--- config.mk ---
export PLATFORM = sky130hd
export DESIGN_NAME = ssw_ctrl
export DESIGN_NICKNAME = d
export VERILOG_FILES = /design/src/rtl/ssw_pkg.sv /design/src/rtl/ssw_evt_if.sv /design/src/rtl/ssw_ctrl.sv /design/src/rtl/ssw_edge_det.sv
export SDC_FILE = /design/constraint.sdc
export NUM_CORES = 1
export LEC_CHECK = 0
export BUFFER_PORTS_ARGS = -buffer_cell sky130_fd_sc_hd__buf_2
export CORE_MARGIN = 10
export CORE_UTILIZATION = 52
export CTS_CLUSTER_SIZE = 16
export DETAILED_ROUTE_END_ITERATION = 6
export HOLD_SLACK_MARGIN = 0.02
export PLACE_DENSITY_LB_ADDON = 0.12
export SYNTH_ARGS = -nofsm -noshare
export SYNTH_HDL_FRONTEND = slang
export SYNTH_SLANG_ARGS = --single-unit
--- constraint.sdc ---
create_clock -name clk_sys -period 3.95 [get_ports clk_sys]
set_clock_uncertainty 0.1 [all_clocks]
set_input_delay 0 -clock clk_sys [delete_from_list [all_inputs] [get_ports clk_sys]]
set_output_delay 0 -clock clk_sys [all_outputs]
set_load 0.005 [all_outputs]
--- src/rtl/ssw_pkg.sv ---
package ssw_pkg;
  // clock and reset delay timing
  localparam int          CLK_PERIOD_NS  = 4;
  localparam int          RST_DELAY_NS   = 1000;
  localparam int          RST_DELAY_CYC  = (RST_DELAY_NS + CLK_PERIOD_NS - 1) / CLK_PERIOD_NS;
  localparam int          DLY_W          = 9;
  localparam logic [8:0]  DLY_LAST       = 9'(RST_DELAY_CYC - 1);
  // register bus geometry
  localparam int          AXI_AW         = 12;
  localparam int          AXI_DW         = 32;
  // register byte offsets
  localparam logic [11:0] OFS_EDGE       = 12'h000;
  localparam logic [11:0] OFS_KEY        = 12'h004;
  localparam logic [11:0] OFS_PIN        = 12'h008;
  localparam logic [11:0] OFS_FLAG       = 12'h00C;
  // edge select encodings and reset value
  localparam logic [1:0]  EDGE_OFF       = 2'h0;
  localparam logic [1:0]  EDGE_RISE      = 2'h1;
  localparam logic [1:0]  EDGE_FALL      = 2'h2;
  localparam logic [1:0]  EDGE_BOTH      = 2'h3;
  localparam logic [1:0]  EDGE_SEL_RST   = 2'h0;
  // switch key byte values
  localparam logic [7:0]  KEY_DISABLE    = 8'hAA;
  localparam logic [7:0]  KEY_RST        = 8'h55;
  // bus responses
  localparam logic [1:0]  RESP_OKAY      = 2'h0;
  localparam logic [1:0]  RESP_SLVERR    = 2'h2;
  // reset delay sequencer states
  typedef enum logic [2:0] {
    DLY_IDLE  = 3'b001,
    DLY_COUNT = 3'b010,
    DLY_FIRE  = 3'b100
  } ssw_dly_state_t;
endpackage : ssw_pkg

--- src/rtl/ssw_evt_if.sv ---
`timescale 1ns/100ps
`default_nettype none
interface ssw_evt_if;
  logic       pin_level;
  logic [1:0] edge_sel;
  logic       rise;
  logic       fall;
  logic       trig;
  // detector side
  modport det (input pin_level, input edge_sel, output rise, output fall, output trig);
  // controller side
  modport ctl (output pin_level, output edge_sel, input rise, input fall, input trig);
endinterface : ssw_evt_if
`default_nettype wire

--- src/rtl/ssw_ctrl.sv ---
// Function
// - low detect input selects secondary supply
// - high or floating input selects primary supply
// - status bit reads detect input inverted
// - two-bit field picks interrupt trigger edges
// - key 0xAA alone disables switch function; here it only blocks the reset request, supply select and flag keep working
// - enabled rising edge resets after delay, only while fast_internal_osc_on is high
// - switch function has own interrupt flag
//
// Our own choices: the address map and register access over AXI4-Lite.
`timescale 1ns/100ps
`default_nettype none
module ssw_ctrl (
  // clock and reset
  input  wire logic                        clk_sys,
  input  wire logic                        arst_n,
  // axi4-lite write address
  input  wire logic [ssw_pkg::AXI_AW-1:0]  s_axi_awaddr,
  input  wire logic                        s_axi_awvalid,
  output logic                             s_axi_awready,
  // axi4-lite write data
  input  wire logic [ssw_pkg::AXI_DW-1:0]  s_axi_wdata,
  input  wire logic [3:0]                  s_axi_wstrb,
  input  wire logic                        s_axi_wvalid,
  output logic                             s_axi_wready,
  // axi4-lite write response
  output logic [1:0]                       s_axi_bresp,
  output logic                             s_axi_bvalid,
  input  wire logic                        s_axi_bready,
  // axi4-lite read address
  input  wire logic [ssw_pkg::AXI_AW-1:0]  s_axi_araddr,
  input  wire logic                        s_axi_arvalid,
  output logic                             s_axi_arready,
  // axi4-lite read data
  output logic [ssw_pkg::AXI_DW-1:0]       s_axi_rdata,
  output logic [1:0]                       s_axi_rresp,
  output logic                             s_axi_rvalid,
  input  wire logic                        s_axi_rready,
  // pins and system status
  input  wire logic                        field_detect_in,
  input  wire logic                        fast_internal_osc_on,
  // supply control and events
  output logic                             sel_secondary_supply,
  output logic                             field_detect_pullup_en,
  output logic                             mcu_reset_req,
  output logic                             pwr_sw_irq_flag
);
  import ssw_pkg::*;

  localparam int RST_CYC_WAIT = RST_DELAY_CYC; // edges from first count edge to the pulse

  // one-hot register decode: edge, key, pin, flag
  function automatic logic [3:0] ssw_decode(input logic [AXI_AW-1:0] addr);
    logic [3:0] hit;
    hit    = 4'h0;
    hit[0] = (addr == OFS_EDGE);
    hit[1] = (addr == OFS_KEY);
    hit[2] = (addr == OFS_PIN);
    hit[3] = (addr == OFS_FLAG);
    return hit;
  endfunction : ssw_decode

  ////////////////////////////////////////////////////////////////////////////
  // reset release

  logic rst_q1_reg;
  logic rst_n;

  // two-stage release of the async reset
  always_ff @(posedge clk_sys or negedge arst_n) begin
    if (!arst_n) begin
      rst_q1_reg <= 1'b0;
      rst_n      <= 1'b0;
    end else begin
      rst_q1_reg <= 1'b1;
      rst_n      <= rst_q1_reg;
    end
  end

  ////////////////////////////////////////////////////////////////////////////
  // registers and state

  logic [1:0]        edge_sel_reg;
  logic [7:0]        switch_key_reg;
  logic              detect_level_inv_reg;
  logic              flag_reg;
  logic              sel_sec_reg;
  logic              pullup_reg;
  logic              aw_hold_reg;
  logic              w_hold_reg;
  logic [AXI_AW-1:0] awaddr_reg;
  logic [AXI_DW-1:0] wdata_reg;
  logic              wstrb0_reg;
  logic              bvalid_reg;
  logic [1:0]        bresp_reg;
  logic              rvalid_reg;
  logic [1:0]        rresp_reg;
  logic [AXI_DW-1:0] rdata_reg;
  ssw_dly_state_t    dly_state_reg;
  logic [DLY_W-1:0]  dly_cnt_reg;
  logic              wr_fire;
  logic [3:0]        wr_hit;
  logic [3:0]        rd_hit;
  logic              flag_clr;
  logic              rst_start;

  ssw_evt_if evt ();

  // pin level and edge select into the detector
  assign evt.pin_level = field_detect_in;
  assign evt.edge_sel  = edge_sel_reg;

  ssw_edge_det u_edge (
    .clk_sys (clk_sys),
    .rst_n   (rst_n),
    .evt     (evt)
  );

  ////////////////////////////////////////////////////////////////////////////
  // supply select and pin status

  // low input picks secondary, high or pulled-up picks primary
  always_ff @(posedge clk_sys or negedge rst_n) begin
    if (!rst_n) begin
      sel_sec_reg          <= 1'b0;
      detect_level_inv_reg <= 1'b0;
      pullup_reg           <= 1'b1; // pull-up stays on so the pin never floats
    end else begin
      sel_sec_reg          <= ~field_detect_in;
      detect_level_inv_reg <= ~field_detect_in;
      pullup_reg           <= 1'b1;
    end
  end

  assign sel_secondary_supply   = sel_sec_reg;
  assign field_detect_pullup_en = pullup_reg;

  ////////////////////////////////////////////////////////////////////////////
  // write channel

  assign s_axi_awready = ~aw_hold_reg & ~bvalid_reg;
  assign s_axi_wready  = ~w_hold_reg & ~bvalid_reg;
  assign wr_fire       = aw_hold_reg & w_hold_reg & ~bvalid_reg;
  assign wr_hit        = ssw_decode(awaddr_reg);

  // address and data captured in either order
  always_ff @(posedge clk_sys or negedge rst_n) begin
    if (!rst_n) begin
      aw_hold_reg <= 1'b0;
      w_hold_reg  <= 1'b0;
      awaddr_reg  <= '0;
      wdata_reg   <= '0;
      wstrb0_reg  <= 1'b0;
    end else begin
      if (s_axi_awvalid && s_axi_awready) begin
        aw_hold_reg <= 1'b1;
        awaddr_reg  <= s_axi_awaddr;
      end else if (wr_fire) begin
        aw_hold_reg <= 1'b0;
      end
      if (s_axi_wvalid && s_axi_wready) begin
        w_hold_reg <= 1'b1;
        wdata_reg  <= s_axi_wdata;
        wstrb0_reg <= s_axi_wstrb[0];
      end else if (wr_fire) begin
        w_hold_reg <= 1'b0;
      end
    end
  end

  // write response, error on unmapped address
  always_ff @(posedge clk_sys or negedge rst_n) begin
    if (!rst_n) begin
      bvalid_reg <= 1'b0;
      bresp_reg  <= RESP_OKAY;
    end else if (wr_fire) begin
      bvalid_reg <= 1'b1;
      bresp_reg  <= (wr_hit == 4'h0) ? RESP_SLVERR : RESP_OKAY;
    end else if (s_axi_bready) begin
      bvalid_reg <= 1'b0;
    end
  end

  assign s_axi_bvalid = bvalid_reg;
  assign s_axi_bresp  = bresp_reg;

  // software registers, low byte lane only
  always_ff @(posedge clk_sys or negedge rst_n) begin
    if (!rst_n) begin
      edge_sel_reg   <= EDGE_SEL_RST;
      switch_key_reg <= KEY_RST;
    end else if (wr_fire && wstrb0_reg) begin
      if (wr_hit[0]) begin
        edge_sel_reg <= wdata_reg[1:0];
      end
      if (wr_hit[1]) begin
        switch_key_reg <= wdata_reg[7:0];
      end
    end
  end

  ////////////////////////////////////////////////////////////////////////////
  // interrupt request flag

  assign flag_clr = wr_fire & wstrb0_reg & wr_hit[3] & wdata_reg[0];

  // set by a selected edge, cleared by writing one; set wins
  always_ff @(posedge clk_sys or negedge rst_n) begin
    if (!rst_n) begin
      flag_reg <= 1'b0;
    end else if (evt.trig) begin
      flag_reg <= 1'b1;
    end else if (flag_clr) begin
      flag_reg <= 1'b0;
    end
  end

  assign pwr_sw_irq_flag = flag_reg;

  ////////////////////////////////////////////////////////////////////////////
  // read channel

  assign s_axi_arready = ~rvalid_reg;
  assign rd_hit        = ssw_decode(s_axi_araddr);

  // read data captured at address handshake
  always_ff @(posedge clk_sys or negedge rst_n) begin
    if (!rst_n) begin
      rvalid_reg <= 1'b0;
      rresp_reg  <= RESP_OKAY;
      rdata_reg  <= '0;
    end else if (s_axi_arvalid && s_axi_arready) begin
      rvalid_reg <= 1'b1;
      rresp_reg  <= (rd_hit == 4'h0) ? RESP_SLVERR : RESP_OKAY;
      rdata_reg  <= {24'h000000,
                     ({8{rd_hit[0]}} & {6'h00, edge_sel_reg}) |
                     ({8{rd_hit[1]}} & switch_key_reg) |
                     ({8{rd_hit[2]}} & {7'h00, detect_level_inv_reg}) |
                     ({8{rd_hit[3]}} & {7'h00, flag_reg})};
    end else if (s_axi_rready) begin
      rvalid_reg <= 1'b0;
    end
  end

  assign s_axi_rvalid = rvalid_reg;
  assign s_axi_rresp  = rresp_reg;
  assign s_axi_rdata  = rdata_reg;

  ////////////////////////////////////////////////////////////////////////////
  // reset delay sequencer

  assign rst_start = evt.rise & (switch_key_reg != KEY_DISABLE)
                     & fast_internal_osc_on;

  // count out the delay then request a chip reset for one cycle
  always_ff @(posedge clk_sys or negedge rst_n) begin
    if (!rst_n) begin
      dly_state_reg <= DLY_IDLE;
      dly_cnt_reg   <= '0;
    end else begin
      case (dly_state_reg)
        DLY_IDLE: begin
          dly_cnt_reg <= '0;
          if (rst_start) begin
            dly_state_reg <= DLY_COUNT;
          end
        end
        DLY_COUNT: begin
          if (dly_cnt_reg == DLY_LAST) begin
            dly_state_reg <= DLY_FIRE;
          end else begin
            dly_cnt_reg <= dly_cnt_reg + 9'h001;
          end
        end
        DLY_FIRE: begin
          dly_state_reg <= DLY_IDLE;
        end
        default: begin
          dly_state_reg <= DLY_IDLE;
        end
      endcase
    end
  end

  assign mcu_reset_req = (dly_state_reg == DLY_FIRE);

  ////////////////////////////////////////////////////////////////////////////
  // checks

  property p_sel_secondary;
    @(posedge clk_sys) disable iff (!rst_n)
      !field_detect_in |=> sel_secondary_supply;
  endproperty
  a_sel_secondary: assert property (p_sel_secondary) else $error("secondary not chosen");

  property p_sel_primary;
    @(posedge clk_sys) disable iff (!rst_n)
      field_detect_in |=> !sel_secondary_supply && field_detect_pullup_en;
  endproperty
  a_sel_primary: assert property (p_sel_primary) else $error("primary not chosen");

  property p_pin_read;
    @(posedge clk_sys) disable iff (!rst_n)
      (s_axi_arvalid && s_axi_arready && s_axi_araddr == OFS_PIN && $stable(field_detect_in))
      |=> s_axi_rvalid && (s_axi_rdata[0] == !$past(field_detect_in))
          && (s_axi_rdata[31:1] == '0);
  endproperty
  a_pin_read: assert property (p_pin_read) else $error("pin status not inverted");

  property p_key_blocks;
    @(posedge clk_sys) disable iff (!rst_n)
      (dly_state_reg == DLY_IDLE && switch_key_reg == KEY_DISABLE) |=> dly_state_reg == DLY_IDLE;
  endproperty
  a_key_blocks: assert property (p_key_blocks) else $error("reset despite disable key");

  property p_reset_delay;
    @(posedge clk_sys) disable iff (!rst_n)
      (dly_state_reg == DLY_IDLE && rst_start) |=> !mcu_reset_req ##RST_CYC_WAIT mcu_reset_req;
  endproperty
  a_reset_delay: assert property (p_reset_delay) else $error("reset delay wrong");

  property p_osc_off;
    @(posedge clk_sys) disable iff (!rst_n)
      (dly_state_reg == DLY_IDLE && !fast_internal_osc_on) |=> dly_state_reg == DLY_IDLE;
  endproperty
  a_osc_off: assert property (p_osc_off) else $error("reset with oscillator off");

  property p_flag_sticky;
    @(posedge clk_sys) disable iff (!rst_n)
      (pwr_sw_irq_flag && !flag_clr) |=> pwr_sw_irq_flag;
  endproperty
  a_flag_sticky: assert property (p_flag_sticky) else $error("flag lost");

  property p_flag_set;
    @(posedge clk_sys) disable iff (!rst_n)
      evt.trig |=> pwr_sw_irq_flag;
  endproperty
  a_flag_set: assert property (p_flag_set) else $error("edge did not set flag");
endmodule : ssw_ctrl
`default_nettype wire

--- src/rtl/ssw_edge_det.sv ---
`timescale 1ns/100ps
`default_nettype none
module ssw_edge_det (
  // clock and reset
  input  wire logic clk_sys,
  input  wire logic rst_n,
  // event carrier
  ssw_evt_if.det    evt
);
  import ssw_pkg::*;

  logic prev_reg;

  // previous level, starts high as the pull-up holds it
  always_ff @(posedge clk_sys or negedge rst_n) begin
    if (!rst_n) begin
      prev_reg <= 1'b1;
    end else begin
      prev_reg <= evt.pin_level;
    end
  end

  // edge pulses and selected trigger
  assign evt.rise = evt.pin_level & ~prev_reg;
  assign evt.fall = ~evt.pin_level & prev_reg;
  assign evt.trig = (evt.edge_sel[0] & evt.rise) | (evt.edge_sel[1] & evt.fall);

  property p_rise_trig;
    @(posedge clk_sys) disable iff (!rst_n)
      (evt.edge_sel == EDGE_RISE && $rose(evt.pin_level)) |-> evt.trig;
  endproperty
  a_rise_trig: assert property (p_rise_trig) else $error("rising edge missed");

  property p_fall_trig;
    @(posedge clk_sys) disable iff (!rst_n)
      (evt.edge_sel == EDGE_FALL && $fell(evt.pin_level)) |-> evt.trig;
  endproperty
  a_fall_trig: assert property (p_fall_trig) else $error("falling edge missed");

  property p_wrong_edge;
    @(posedge clk_sys) disable iff (!rst_n)
      (evt.edge_sel == EDGE_RISE && $fell(evt.pin_level)) |-> !evt.trig;
  endproperty
  a_wrong_edge: assert property (p_wrong_edge) else $error("trigger on wrong edge");

  property p_off_quiet;
    @(posedge clk_sys) disable iff (!rst_n)
      (evt.edge_sel == EDGE_OFF) |-> !evt.trig;
  endproperty
  a_off_quiet: assert property (p_off_quiet) else $error("trigger while disabled");
endmodule : ssw_edge_det
`default_nettype wire

Word-level counts from Yosys, hierarchy flattened
Cells that the tools add are included.

Bits of input ports: 69. Word-level logic and storage cells: 95. Bits in registers: 64. Output and inout port bits: 45.

Multiplexer cells: 16. Reduce and logical (&&, ||, !) cells: 18. Eq/ne operators: 14. Bitwise operators: 27. Add/sub/neg operators: 1.

Operator list (number): $eq 12x4->1 const B (4); $eq 12x3->1 const B (2); $logic_not 12->1 (2); $or 8x8->8 (3); $pmux 9 s2 (1); $and 8x1->8 (2); $and 1x1->1 (13); $reduce_bool 2->1 (6); $add 9x1->9 const B (1); $eq 9x8->1 const B (1); $mux 1 (9); $mux 9 (1); $and 8x2->8 (1); $and 8x8->8 (1); $logic_not 4->1 (2); $ne 8x8->1 const B (1); $reduce_and 2->1 (4); $mux 3 (2); $ne 2x2->1 const B (3); $not 1->1 (6); $pmux 3 s2 (1); $logic_and 1x1->1 (4); $mux 2 (2); $eq 3x1->1 const B (1); 3 further kinds (3).

Logic depth before layout (Yosys ltp)
Word-level depth: 7. Gate-level depth with buffers: 5. Mapped depth without buffers: 5.

By module
From an unflattened synthesis, not the netlist that was laid out.

Cells, all modules: 230. Area, all modules: 2875.3 um^2.

By module, submodules not included: ssw_ctrl (area each 2827.7 um^2, instances 1, cells an instance 226, sequential area each 1532.7 um^2); ssw_edge_det (area each 47.5 um^2, instances 1, cells an instance 4, sequential area each 26.3 um^2).

Worst setup path before layout
OpenSTA, ideal clock, no wires.

Path type: register to register. Start point: reg awaddr_reg[7]. End point: reg switch_key_reg[1]. Path slack: 1.951 ns. Library setup time: 0.125 ns. Data required time: 3.725 ns. Arrival: 1.774 ns. Stages on the path, launching flop included: 4. Buffers on the path: 0. Clock period less this slack: 1.999 ns. Path through: dfrtp_1 > or4_4 > nor4_4 > mux2_2.

Longest elaborated chain between the ends: 2.

RTL lines: from (decl) (line ssw_ctrl.sv:91) `logic [AXI_AW-1:0] awaddr_reg;`; from (signal assigned) (line ssw_ctrl.sv:157) `awaddr_reg <= s_axi_awaddr;`; $eq 12x3->1 (line ssw_ctrl.sv:57) `hit[1] = (addr == OFS_KEY);`; $reduce_and 2->1 (no line); to (signal assigned) (line ssw_ctrl.sv:197) `switch_key_reg <= wdata_reg[7:0];`; to (decl) (line ssw_ctrl.sv:84) `logic [7:0] switch_key_reg;`.

Every way passes these cells. A chain may end at the register's enable or synchronous reset.

Final worst setup path
Start point: in s_axi_araddr[10] (netlist name). End point: reg rdata_reg[1], in the netlist s_axi_rdata[1].

Longest elaborated chain between the ends: 5. Elaborated cells between the ends (all ways): 11. Classes of those cells: 3 x eq/ne; 7 x bitwise; 1 x reduce/logical.

RTL lines: from (decl) (line ssw_ctrl.sv:31) `input wire logic [ssw_pkg::AXI_AW-1:0] s_axi_araddr,`; $eq 12x3->1 or $logic_not 12->1 (tied branches) (line ssw_ctrl.sv:57, ssw_ctrl.sv:56); $and 8x8->8 or $and 8x2->8 (tied branches) (line ssw_ctrl.sv:237, ssw_ctrl.sv:236); $or 8x8->8 (line ssw_ctrl.sv:236) `({8{rd_hit[0]}} & {6'h00, edge_sel_reg}) |`; $or 8x8->8 (line ssw_ctrl.sv:237) `({8{rd_hit[1]}} & switch_key_reg) |`; $or 8x8->8 * (line ssw_ctrl.sv:238) `({8{rd_hit[2]}} & {7'h00, detect_level_inv_reg}) |`; to (signal assigned) (line ssw_ctrl.sv:235) `rdata_reg <= {24'h000000,`; to (decl) (line ssw_ctrl.sv:98) `logic [AXI_DW-1:0] rdata_reg;`.

Every way passes the cells marked *; elsewhere a longest branch is shown, timed or not.

==> impl_summary.md <==
Clock tree
The clock-pin slew on the worst setup and hold paths is 70 ps. Gates resized during post-CTS repair numbered 0. TritonCTS built the clock tree. The post-CTS setup-driven buffer insertion count is 0. CTS built an H-tree with a depth of 3.

The largest buffer count on any clock path is 2. The CTS buffer count is 9. The number of sinks driven by the clock tree is 62. The tree is rooted in a clkbuf_8. The latest clock arrival within the worst-skew pair is 330 ps.

GRT
Global routing used 6.95% of the available met3 tracks. Entering global routing, the biggest net connects 37 pins. The first global-routing pass estimated 10300 um of wire.

Global routing consumed, on the met2 layer, 22.9% of the routing resources. The overall track demand over capacity in global routing is 14.6%. The remaining global-route overflow is 0. The layer with the highest usage after global routing is met2. The via count of the first global-routing pass is 2105.

The initial antenna violation count is 0. Global routing used 17.7% of the available met1 tracks.

Placement
The placement-stage cell area is 0.00313 mm^2. Input and output buffers added on the ports amount to 59. The HPWL after detailed placement is 4270 um.

The pre-CTS setup slack is 1780 ps. The global placement routability congestion is 0.783.

Critical path
The number of cells traversed by the worst register-to-register path is 3. Among cell families on the critical path, the largest total delay comes from buffers and inverters. The maximum single-stage delay on the critical path is 580 ps. The critical register-to-register path endpoint is switch_key_reg[1]. Traced cell by cell, the critical path runs through dlygate4sd3_1 -> buf_2 -> or2_2 -> dlygate4sd3_1 -> or3_1 -> o41ai_1 -> dlygate4sd3_1. STA puts the critical path data arrival time at 2800 ps. The largest individual stage delay along the critical path comes from the cell dlygate4sd3_1. STA classifies the critical path endpoint as a flip-flop. By instance count, the cell type seen most on the critical path is dlygate4sd3_1. The total buffers and inverters traversed by the critical path is 4. The nature of the critical path startpoint is an input pin.

In this run the critical register-to-register path is launched from awaddr_reg[6]. The critical path start-end classification is input pin to flip-flop. The reg-to-reg setup timing slack is 1780 ps.

STA puts the critical path data required time at 4120 ps. Along the worst path, the maximum fanout reaches 3.

STA
The setup TNS is 0 ps. Measured against its own limit, the worst slew margin works out to 39.9%. The max-slew violation count was 0. Derived from the worst setup path, the maximum achievable clock frequency is 381 MHz.

Setup violations remaining at the end of the flow were counted as 0. The worst path uses 66.5% of the clock period. The final worst slack is 1320 ps. Setup repair after global routing left no endpoint under its margin.

The shortest clock period the worst path allows after layout is 2630 ps. For the pin with the worst max-slew slack, the measured transition is 900 ps. The number of hold violations in the final report is 0.

Finish
The number of nets in the layout is 399. The area growth from synthesis to layout is 27.5%. The number of antenna cells inserted is 0. The proportion of layout cells with a drive suffix above 1 is 36.0%. After routing the design area is 0.00364 mm^2. The number of flip-flops under the largest register name is 12.

Drt
The violation count after the first detailed-route iteration is 55. For this run, design rule violations remaining after detail routing come to 0. Once detail routing completed, the nets flagged for antenna violations numbered 0.

The count of TritonRoute iterations in the first routing pass is 4. The detailed-route vias per instance is 5.00. The detailed-route via count is 2014. The detailed-route wire length is 6230 um. Dividing the detail-routed wire length by the instance count gives 15.5 um.

Power
The worst-case vdd ir drop is 0.000352 V. The net switching fraction of the power is 28.0%. The clock share of power is 29.0%. In this run, flip-flops and latches consume 49.6% of the power.

The areal power density over the cells is 493 mW/mm^2. The combinational fraction of design power is 21.4%. Cell internal power was estimated by the tool at 1.29 mW.

The analysis attributes to net switching a power of 503 uW. The total leakage power is 1.70 nW.

Min path
The kind of path behind the tightest hold check is input pin to flip-flop. The worst hold path begins at s_axi_araddr[4]. The worst-case hold path end point is s_axi_rdata[0].

Counting instances, the worst hold path has a depth of 4.

Logic synthesis
The register bit total from synthesis is 62. After synthesis the cells add up to 0.00286 mm^2. After synthesis, the largest area contributor takes up 49.1% of total cell area. The number of distinct library cell variants in the gate-level netlist after synthesis is 43. After technology mapping, the gate count stands at 229.

The most frequent cell after synthesis is dfrtp_1. By count the netlist is led by dfrtp_1 (56), mux2_2 (32), buf_4 (27). After synthesis, the share of flip-flops with an asynchronous set or reset is 100%.

The synthesized design contains 0 enable-type register cells. Among all flip-flop cells after synthesis, the most frequent one is dfrtp_1. The share of the yosys chip area belonging to registers is 54.6%. The biggest area contributor in the post-synthesis netlist is dfrtp_1. By area the synthesized netlist is led by dfrtp_1 (49%), mux2_2 (13%), buf_4 (7.1%).

The average cell area after synthesis is 12.5 um^2. The synthesis warning total is 0.

Die
The core box area is 0.00520 mm^2. For this design the top-level I/O count stands at 114. Once the floorplan was initialized, standard cells occupied 54.9% of the core. The floorplan step set the die height to 94.1 um. The floorplan step defined a die boundary enclosing 0.00886 mm^2. The die width is 94.1 um. The standard-cell row count is 26.

Status
The run finished with clean final reports.

Run
The number of max-capacitance violations reported is 0.
## layout by cell type, fill, tap and decap left out, types with 4 or more instances in the layout
master / netlist / layout
a21oi_1: 12 / 12
a22o_1: 6 / 6
buf_2: 0 / 59
clkbuf_8: 0 / 9
conb_1: 2 / 28
dfrtp_1: 56 / 55
dfstp_2: 6 / 6
dlygate4sd3_1: 0 / 33
inv_1: 6 / 6
mux2_2: 32 / 32
nand2_1: 9 / 9
nor2_1: 5 / 5
nor3_1: 4 / 4
o21ai_0: 6 / 6
o31ai_1: 4 / 4
or3_1: 4 / 4
or4_1: 6 / 6
## stage by stage
stage	total power [mW]	cells	hold WS [ps]	utilization, %
floorplan	1.16	255	-396	-
global placement	1.25	354	-313	60.1
detailed placement	1.26	354	-311	60.1
CTS	1.81	403	41.1	70.0
global route	1.91	403	62.0	70.0
finish	1.80	403	44.6	70.0
## power groups by stage
stage	clock network [mW]	registers, mW	logic [mW]
after floorplan	0	0.870	0.291
after global routing	0.568	0.913	0.429
final	0.521	0.890	0.385
after CTS	0.535	0.889	0.386
after detailed placement	0	0.901	0.359
after global placement	0	0.894	0.351
## cells by family after synthesis
family	after synthesis	synth area share, %
muxes	36	14.5
AOI/OAI and AO/OA	32	7.18
other	2	0.263
buffers and inverters	37	8.41
adders and majority gates	2	0.876
and+or+nand+nor	58	14.2
DFF	62	54.6
## routing by layer
layer / share of wire (%) / vias to the layer above / wire length, um
met5: 0 / - / 0
met4: 0.37 / 0 / 23
met3: 9.3 / 2 / 579
met2: 48 / 76 / 3010
met1: 42 / 956 / 2620
li1: - / 980 / -
## layout make-up
| class | count | area (um^2) |
|---|---|---|
| clock buffers | 12 | 135 |
| clock inverters | 4 | 47.5 |
| fillers | 391 | 1560 |
| inverters | 6 | 22.5 |
| multi-input cells | 156 | 1150 |
| flip-flops and latches | 62 | 1560 |
| well taps | 70 | 87.6 |
| repair buffers | 93 | 633 |
## worst min-delay path: cells and delay by family
family / cells / cell delay (ps)
compound gates: 1 / 80
buf+inv: 1 / 70
simple gates: 2 / 280
## worst max-delay path by stage
stage	from	slack [ps]	depth (start not counted)	to
floorplan	awaddr_reg[7]	1950	3	switch_key_reg[1]
global route	s_axi_araddr[10]	1220	7	s_axi_rdata[1]
CTS	s_axi_araddr[10]	1320	7	s_axi_rdata[1]
global placement	awaddr_reg[7]	1780	3	switch_key_reg[3]
finish	s_axi_araddr[10]	1320	7	s_axi_rdata[1]
detailed placement	awaddr_reg[7]	1780	3	switch_key_reg[1]
## timing repair
action,4_1_cts,5_1_grt
hold buffers,33,0
endpoints found under the hold margin,37,0
setup endpoints to repair,0,0
(Power assumes the default switching activity.)
